--- src/design/rsc_pkg.sv ---
package rsc_pkg;
  // register byte offsets on the wishbone slave
  localparam logic [7:0] REG_LVS = 8'h00;
  localparam logic [7:0] REG_BGB = 8'h04;
  localparam logic [7:0] REG_CAUSE = 8'h08;
  localparam logic [7:0] REG_WDC = 8'h0C;
  localparam logic [7:0] REG_STAT = 8'h10;
  // low voltage select codes and reset value
  localparam logic [7:0] LVS_ENA = 8'h5A;
  localparam logic [7:0] LVS_DIS = 8'hA5;
  localparam logic [7:0] LVS_RST = 8'h5A;
  // watchdog control codes, layout and reset value
  localparam logic [7:0] WDC_RST = 8'h53;
  localparam logic [4:0] WD_ENA = 5'h0A;
  localparam logic [4:0] WD_DIS = 5'h15;
  localparam logic [3:0] WD_MIN_EXP = 4'h8;
  // field positions
  localparam int BGB_BIT = 3;
  localparam int CAUSE_BROWN = 2;
  localparam int CAUSE_BADLV = 1;
  localparam int CAUSE_BADWD = 0;
  localparam int STAT_TO = 0;
  localparam int STAT_PD = 1;
  localparam int STAT_LVD = 2;
  // timing, soft and brownout delays in low speed clock periods, reset hold in clk cycles
  localparam logic [3:0] SRESET_TICKS = 4'h8;
  localparam logic [3:0] QUALIFY_TICKS = 4'h4;
  localparam int SYS_CLK_MHZ = 40;
  localparam int RST_HOLD_NS = 100;
  localparam logic [2:0] RST_HOLD_CYC = 3'((RST_HOLD_NS * SYS_CLK_MHZ + 999) / 1000);
  // reset sequencer
  typedef enum logic {ST_RUN, ST_HOLD} rsc_state_t;
endpackage

--- src/design/rsc_reset_ctrl.sv ---
`timescale 1ns/1ps
`default_nettype none
module rsc_reset_ctrl import rsc_pkg::*; (
  // system
  input wire logic clk,
  input wire logic rstn,
  // wishbone slave
  input wire logic wb_cyc_i,
  input wire logic wb_stb_i,
  input wire logic wb_we_i,
  input wire logic [7:0] wb_adr_i,
  input wire logic [3:0] wb_sel_i,
  input wire logic [31:0] wb_dat_i,
  output logic [31:0] wb_dat_o,
  output logic wb_ack_o,
  // core events
  input wire logic clear_watchdog_instruction_i,
  input wire logic halt_i,
  input wire logic low_power_i,
  // analog and low speed clock
  input wire logic lv_low_i,
  input wire logic low_speed_rc_clock_i,
  // reset outputs to core
  output logic core_rst_o,
  output logic cold_o,
  output logic pc_sp_clear_o,
  // status and analog enables
  output logic lvd_enable_o,
  output logic bandgap_en_o,
  output logic timeout_flag_o,
  output logic powerdown_flag_o
);
  // input synchronisers
  logic rc_s1_r;
  logic rc_s2_r;
  logic rc_s3_r;
  logic lv_s1_r;
  logic lv_s2_r;

  // decoded events and bus strobes
  logic tick;
  logic acc;
  logic wr;
  logic [31:0] rdata;

  // software visible registers and flags
  logic [7:0] lvs_r;
  logic bgb_r;
  logic [7:0] wdc_r;
  logic [2:0] cause_r;
  logic [2:0] cause_set;
  logic [2:0] cause_clr;
  logic to_r;
  logic pd_r;

  // reset sequencer and registered outputs
  rsc_state_t state_r;
  logic [2:0] hold_cnt_r;
  logic core_rst_r;
  logic cold_r;
  logic pc_sp_r;
  logic lvd_en_r;
  logic bg_r;

  // watchdog and delay counters
  logic [15:0] wd_cnt_r;
  logic [3:0] soft_cnt_r;
  logic [3:0] qual_cnt_r;
  logic soft_wd_r;
  logic soft_lv_r;

  // combinational decode
  logic wd_en;
  logic wd_bad;
  logic lv_bad;
  logic lvd_on;
  logic wd_ovf;
  logic soft_fire;
  logic brown_fire;
  logic full_fire;
  logic wake_fire;
  logic running;

  // low speed clock: two flop synchroniser, third flop only for edge detect
  always_ff @(posedge clk or negedge rstn) begin
    if (!rstn) begin
      rc_s1_r <= 1'b0;
      rc_s2_r <= 1'b0;
      rc_s3_r <= 1'b0;
    end else begin
      rc_s1_r <= low_speed_rc_clock_i;
      rc_s2_r <= rc_s1_r;
      rc_s3_r <= rc_s2_r;
    end
  end

  // detector output: two flop synchroniser, level used directly
  always_ff @(posedge clk or negedge rstn) begin
    if (!rstn) begin
      lv_s1_r <= 1'b0;
      lv_s2_r <= 1'b0;
    end else begin
      lv_s1_r <= lv_low_i;
      lv_s2_r <= lv_s1_r;
    end
  end

  // low speed tick from the synchronised rc clock, one clk wide
  assign tick = rc_s2_r & ~rc_s3_r; // one low speed period
  assign running = (state_r == ST_RUN);

  // guarded code checks, anything but the two codes arms a soft reset
  assign wd_en = (wdc_r[7:3] == WD_ENA);
  assign wd_bad = (wdc_r[7:3] != WD_ENA) && (wdc_r[7:3] != WD_DIS);
  assign lv_bad = (lvs_r != LVS_ENA) && (lvs_r != LVS_DIS);
  assign lvd_on = (lvs_r == LVS_ENA) & ~low_power_i;

  // watchdog overflow taps the counter bit of the selected period
  assign wd_ovf = wd_cnt_r[WD_MIN_EXP | {1'b0, wdc_r[2:0]}];

  // reset triggers, only armed while the core is out of reset
  assign soft_fire = running & tick & (soft_wd_r | soft_lv_r)
                     & (soft_cnt_r == SRESET_TICKS);
  assign brown_fire = running & tick & lv_s2_r & lvd_on
                      & (qual_cnt_r == QUALIFY_TICKS);
  assign full_fire = running & ((wd_ovf & ~low_power_i) | soft_fire | brown_fire);
  assign wake_fire = running & wd_ovf & low_power_i;

  // wishbone handshake: ack one cycle after request
  // the ~ack term keeps a held strobe from being taken twice
  assign acc = wb_cyc_i & wb_stb_i & ~wb_ack_o;
  assign wr = acc & wb_we_i & wb_sel_i[0];

  always_ff @(posedge clk or negedge rstn) begin
    if (!rstn) begin
      wb_ack_o <= 1'b0;
    end else begin
      wb_ack_o <= acc;
    end
  end

  // read mux, unmapped reads as zero
  // only the low byte carries data, upper bits always read zero
  always_comb begin
    rdata = 32'h0000_0000;
    case (wb_adr_i)
      REG_LVS: rdata[7:0] = lvs_r;
      REG_BGB: rdata[BGB_BIT] = bgb_r;
      REG_CAUSE: rdata[2:0] = cause_r;
      REG_WDC: rdata[7:0] = wdc_r;
      REG_STAT: begin
        rdata[STAT_TO] = to_r;
        rdata[STAT_PD] = pd_r;
        rdata[STAT_LVD] = lvd_en_r;
      end
      default: rdata = 32'h0000_0000;
    endcase
  end

  always_ff @(posedge clk or negedge rstn) begin
    if (!rstn) begin
      wb_dat_o <= 32'h0000_0000;
    end else if (acc) begin
      wb_dat_o <= rdata;
    end
  end

  // low voltage select: kept on brownout, restored on power-on and other full resets
  // a bus write on the same edge as a full reset is dropped, brownout included
  always_ff @(posedge clk or negedge rstn) begin
    if (!rstn) begin
      lvs_r <= LVS_RST;
    end else if (full_fire) begin
      if (!brown_fire) begin
        lvs_r <= LVS_RST;
      end
    end else if (wr && wb_adr_i == REG_LVS) begin
      lvs_r <= wb_dat_i[7:0];
    end
  end

  // watchdog control, reinitialised by every full reset
  always_ff @(posedge clk or negedge rstn) begin
    if (!rstn) begin
      wdc_r <= WDC_RST;
    end else if (full_fire) begin
      wdc_r <= WDC_RST;
    end else if (wr && wb_adr_i == REG_WDC) begin
      wdc_r <= wb_dat_i[7:0];
    end
  end

  // bandgap buffer bit, reinitialised by every full reset
  always_ff @(posedge clk or negedge rstn) begin
    if (!rstn) begin
      bgb_r <= 1'b0;
    end else if (full_fire) begin
      bgb_r <= 1'b0;
    end else if (wr && wb_adr_i == REG_BGB) begin
      bgb_r <= wb_dat_i[BGB_BIT];
    end
  end

  // sticky reset cause flags, hardware set wins over software clear
  // a clear needs a zero in the written bit, writing ones leaves a flag alone
  assign cause_set[CAUSE_BROWN] = brown_fire;
  assign cause_set[CAUSE_BADLV] = soft_fire & soft_lv_r;
  assign cause_set[CAUSE_BADWD] = soft_fire & soft_wd_r;

  genvar gi;
  generate
    for (gi = 0; gi < 3; gi++) begin : g_cause
      assign cause_clr[gi] = wr && (wb_adr_i == REG_CAUSE) && !wb_dat_i[gi];
      always_ff @(posedge clk or negedge rstn) begin
        if (!rstn) begin
          cause_r[gi] <= 1'b0;
        end else begin
          cause_r[gi] <= cause_set[gi] | (cause_r[gi] & ~cause_clr[gi]);
        end
      end
    end
  endgenerate

  // timeout flag: set by any watchdog overflow, cleared by clear or halt
  // an overflow in the same cycle as a clear still sets the flag
  always_ff @(posedge clk or negedge rstn) begin
    if (!rstn) begin
      to_r <= 1'b0;
    end else if (running && wd_ovf) begin
      to_r <= 1'b1;
    end else if (clear_watchdog_instruction_i || halt_i) begin
      to_r <= 1'b0;
    end
  end

  // powerdown flag: set by halt, cleared by clear instruction
  // halt and the wake reset both leave the flag high
  always_ff @(posedge clk or negedge rstn) begin
    if (!rstn) begin
      pd_r <= 1'b0;
    end else if (halt_i || wake_fire) begin
      pd_r <= 1'b1;
    end else if (clear_watchdog_instruction_i) begin
      pd_r <= 1'b0;
    end
  end

  // watchdog counter on low speed ticks
  // held at zero while the enable code is bad or the core is held in reset;
  // an overflow restarts the count so a wake reset leaves it running
  always_ff @(posedge clk or negedge rstn) begin
    if (!rstn) begin
      wd_cnt_r <= 16'h0000;
    end else if (clear_watchdog_instruction_i || halt_i || wd_bad || !running || wd_ovf) begin
      wd_cnt_r <= 16'h0000;
    end else if (tick && wd_en) begin
      wd_cnt_r <= wd_cnt_r + 16'h0001;
    end
  end

  // guarded code soft reset: latch cause, then count the delay
  // a pending soft reset stays armed even if a valid code is written back
  always_ff @(posedge clk or negedge rstn) begin
    if (!rstn) begin
      soft_wd_r <= 1'b0;
      soft_lv_r <= 1'b0;
      soft_cnt_r <= 4'h0;
    end else if (!running) begin
      soft_wd_r <= 1'b0;
      soft_lv_r <= 1'b0;
      soft_cnt_r <= 4'h0;
    end else begin
      if (wd_bad) begin
        soft_wd_r <= 1'b1;
      end
      if (lv_bad) begin
        soft_lv_r <= 1'b1;
      end
      if (tick && (soft_wd_r || soft_lv_r)) begin
        soft_cnt_r <= soft_cnt_r + 4'h1;
      end
    end
  end

  // brownout qualification, restarts whenever supply recovers
  // the counter saturates at the limit and fires on the next tick, so a
  // low supply must outlast the qualify time to cause a reset
  always_ff @(posedge clk or negedge rstn) begin
    if (!rstn) begin
      qual_cnt_r <= 4'h0;
    end else if (!lv_s2_r || !lvd_on || !running) begin
      qual_cnt_r <= 4'h0;
    end else if (tick && qual_cnt_r != QUALIFY_TICKS) begin
      qual_cnt_r <= qual_cnt_r + 4'h1;
    end
  end

  // reset sequencer, holds the core in reset for a few cycles
  // cold start only drops at the end of the power-on hold and only a power-on
  // reset raises it again; the core model loads the same state on any full reset
  always_ff @(posedge clk or negedge rstn) begin
    if (!rstn) begin
      state_r <= ST_HOLD;
      hold_cnt_r <= 3'(RST_HOLD_CYC - 3'h1);
      core_rst_r <= 1'b1;
      cold_r <= 1'b1;
    end else begin
      case (state_r)
        ST_RUN: begin
          if (full_fire) begin
            state_r <= ST_HOLD;
            hold_cnt_r <= 3'(RST_HOLD_CYC - 3'h1);
            core_rst_r <= 1'b1;
          end
        end
        ST_HOLD: begin
          if (hold_cnt_r == 3'h0) begin
            state_r <= ST_RUN;
            core_rst_r <= 1'b0;
            cold_r <= 1'b0;
          end else begin
            hold_cnt_r <= hold_cnt_r - 3'h1;
          end
        end
        default: begin
          state_r <= ST_HOLD;
          hold_cnt_r <= 3'(RST_HOLD_CYC - 3'h1);
          core_rst_r <= 1'b1;
        end
      endcase
    end
  end

  // registered pulses and enables toward core and analog
  // wake pulse is one cycle wide since the overflow restarts the counter
  always_ff @(posedge clk or negedge rstn) begin
    if (!rstn) begin
      pc_sp_r <= 1'b0;
      lvd_en_r <= 1'b0;
      bg_r <= 1'b0;
    end else begin
      pc_sp_r <= wake_fire;
      lvd_en_r <= lvd_on;
      bg_r <= lvd_on | bgb_r;
    end
  end

  // outputs straight from their flops
  assign core_rst_o = core_rst_r;
  assign cold_o = cold_r;
  assign pc_sp_clear_o = pc_sp_r;
  assign lvd_enable_o = lvd_en_r;
  assign bandgap_en_o = bg_r;
  assign timeout_flag_o = to_r;
  assign powerdown_flag_o = pd_r;
endmodule
`default_nettype wire

--- config.mk ---
export PLATFORM = sky130hd
export DESIGN_NAME = rsc_reset_ctrl
export DESIGN_NICKNAME = d
export VERILOG_FILES = /design/src/design/rsc_pkg.sv /design/src/design/rsc_reset_ctrl.sv
export SDC_FILE = /design/constraint.sdc
export NUM_CORES = 1
export LEC_CHECK = 0
export BUFFER_PORTS_ARGS = -buffer_cell sky130_fd_sc_hd__buf_2
export CAP_MARGIN = 20
export CORE_ASPECT_RATIO = 1.2
export CORE_MARGIN = 2
export CORE_UTILIZATION = 40
export CTS_BUF_LIST = sky130_fd_sc_hd__clkbuf_4 sky130_fd_sc_hd__clkbuf_8
export CTS_CLUSTER_SIZE = 24
export DETAILED_ROUTE_END_ITERATION = 10
export GPL_TIMING_DRIVEN = 0
export PLACE_DENSITY = 0.61
export SLEW_MARGIN = 20
export SYNTH_ARGS = -nofsm -noshare
export SYNTH_HDL_FRONTEND = slang
export SYNTH_SLANG_ARGS = --single-unit
--- constraint.sdc ---
create_clock -name clk -period 2.45 [get_ports clk]
set_input_delay 0.1225 -clock clk [delete_from_list [all_inputs] [get_ports clk]]
set_output_delay 0.1225 -clock clk [all_outputs]
set_load 0.005 [all_outputs]
==> results.ini <==
[run_status]
status=complete, no violations

[synth]
seq_area_frac_synth=0.490
netlist-cell-type-count=50
yosys-top-cells-area=dfrtp_1 (40%), dfstp_2 (9.3%), mux2i_1 (5.2%)
synth_top_cell_by_area=dfrtp_1
async_reset_ff_frac=1.00
post_synth_inst_count=361
synth_seq_cells=71
avgSynthCellArea_sq_um=10.1
synth.top_cell.area_share=0.397
yosysMostFrequentCell=dfrtp_1
synth-main-ff-cell=dfrtp_1
ys_warn_count=0
ys_top_cells_by_count=dfrtp_1 (58), nor2_1 (40), nand2_1 (33)
syn_area_sq_um=3660
synth_edf_count=0

[critical_path]
required_ns=2.74
slowest_stage=dfstp_2
path_class=reg2reg
max_stage_delay_ns=0.51
path_cells=buf_2, mux2i_1, nand3_1, nand4_1, o31ai_1, clkbuf_2, o31a_1
path_max_fanout=10
cp.arrival_ns=2.44
critPathLaunchType=register
end_kind=register
cp_num_buf_inv=2
critPathTopFamily=compound AO/OA/AOI/OAI gates

[final_layout]
drive_gt1_frac=0.252
diodes=0
nets=501
area_delta_synth_final_pct=20.1

[power]
p_clk_frac=0.385
p_switching_uw=717
swShare=0.257
combPwrFrac=0.137
power_leakage_nw=2.12
p_seq_frac=0.477
peakVddDrop_v=0.000291
power_density_nw_per_um2=635
total_power_mw=2.79
p_int_mw=2.07

[timing]
setup-tns-final_ns=0
timing.hold.ws_ns=0.0344
setup_violations=0
rsz0062_at_grt=no
finalHoldViolCount=0
skew_ns=0.0113
drv_slew=0
min_period_over_period=0.877
fmax_mhz=466
fin_crit_ns=2.15

[floorplan]
num_io_pins=94
die_area_sq_um=9920
initial_utilization=0.407
dieWidth_um=91.3
rows=38
die_height_um=109
placeableCoreArea_sq_um=8990

[cts]
cts_tree=yes
clk_latency_ns=0.34
clock_path_buffers=2
clockRootBuffer=clkbuf_8
h-tree-depth=3
path_clk_slew_ns=0.08
cts.sink_count=71
cts-buffers-inserted=9
post_cts_buffers=0

[route]
avgRoutedWirePerCell_um=13.8
ant_nets=0
routed_wl_mm=7.80
drt_iter0_markers=111
post-route-drc-count=0
avgViaCountPerCell=4.90
num_vias=2766
first_pass_iters=4

[place]
gp_congestion=0.795
io_buffers=40
dp_hpwl_mm=5.75

[global_route]
gr-total-overflow=0
grt_max_degree=39
antenna_found_initial=0
grt_pass1_vias=2715
track_usage=0.170
grt_pass1_wl_mm=13.3

[hold_path]
hp-class=in2reg

[flow_run]
drv_cap=0

## cell usage in the layout, fill, tap and decap left out, types with 4 or more instances in the layout
cell / netlist / layout
xor2_1: 14 / 14
o21ai_0: 14 / 14
nand4_1: 9 / 9
clkbuf_1: 6 / 4
a21oi_1: 10 / 10
nand2_1: 33 / 33
nor3_1: 13 / 13
buf_4: 25 / 26
dfstp_2: 13 / 13
xnor2_1: 6 / 6
nand3_1: 16 / 16
dfrtp_1: 58 / 58
nor2_1: 40 / 40
ha_1: 7 / 7
conb_1: 1 / 24
a22oi_1: 4 / 4
inv_1: 11 / 11
o21ai_1: 4 / 4
a22o_1: 4 / 4
clkbuf_8: 0 / 11
nand3b_1: 5 / 5
nand4b_1: 4 / 4
mux2i_1: 19 / 19
buf_2: 4 / 43
dlygate4sd3_1: 0 / 4
## cell type report
cell class                 count  area [sq um]
inverter                      11          41.3
fill                         866          4600
buffer                        35           233
tap                          120           150
sequential                    71          1790
multi-input combinational    267          1680
clock buffer                  11           151
clock inverter                 5          80.1
timing repair buffer          45           263
## flip-flops by register name (all words and copies together), names as in the netlist, 3 cells and up
name and flops:
cause_r 3, hold_cnt_r 3, lvs_r 8, qual_cnt_r 4, soft_cnt_r 4, wb_dat_o 8, wd_cnt_r 16, wdc_r 8
## timing repair
action / CTS / global route
setup endpoints to repair: 0 / 14
hold buffers: 4 / 0
gates resized for setup: 0 / 4
hold endpoints to repair: 32 / 0
## through the flow
stage	instances	util	worst slack (ns)	instance area [sq um]
floorplan	384	-	0.501	3740
global placement	544	0.455	0.182	4090
detailed placement	545	0.458	0.134	4120
CTS	565	0.488	0.116	4390
global route	565	0.488	0.0933	4390
finish	565	0.488	0.302	4390
## power by group through the flow
stage                     clock network (mW)  registers [mW]  logic, mW
final                                   1.07            1.33      0.382
after global routing                    1.14            1.34      0.447
after CTS                               1.10            1.33      0.387
after detailed placement                   0            1.35      0.381
after global placement                     0            1.35      0.365
after floorplan                            0            1.34      0.266
## path summary, 6_finish.rpt
check	start	end	slack [ns]	depth (start not counted)
setup / recovery	wdc_r[0]	core_rst_o	0.30	7
hold / removal	wb_dat_i[5]	lvs_r[5]	0.03	3
setup reg to reg	wdc_r[0]	core_rst_o	0.30	7
hold reg to reg	lv_s1_r	lv_s2_r	0.35	0
max in group asynchronous	rstn	wdc_r[0]	1.57	3
min in group asynchronous	rstn	qual_cnt_r[1]	0.27	2
## metal layers
metal | vias to the layer above | routed length [um] | GRT usage
met2 | 61 | 3820 | 0.285
li1 | 1369 | - | -
met5 | - | 0 | 0
met1 | 1329 | 3550 | 0.220
met4 | 0 | 96 | 0.0703
met3 | 7 | 323 | 0.0304
## cell families (layout without fill, tap and decap cells)
| logic type | after synthesis | in the layout | share of synthesized area |
|---|---|---|---|
| other | 1 | 24 | 0.00103 |
| XOR/XNOR | 20 | 20 | 0.0479 |
| buffers and inverters | 46 | 107 | 0.0743 |
| flip-flops | 71 | 71 | 0.490 |
| adder cells (fa/ha/maj) | 7 | 7 | 0.0240 |
| AO/OA/AOI/OAI | 45 | 45 | 0.0770 |
| multiplexers | 20 | 20 | 0.0551 |
| AND/OR/NAND/NOR | 151 | 151 | 0.230 |
## worst register-to-register path, delay by kind of cell, from the launching register on
kind,cells,cell delay (ns)
muxes,1,0.10
and+or+nand+nor,2,0.38
AOI/OAI and AO/OA,2,0.60
buffers and inverters,2,0.52
DFF,1,0.51
Note: power is estimated with default switching activity, not from simulation.
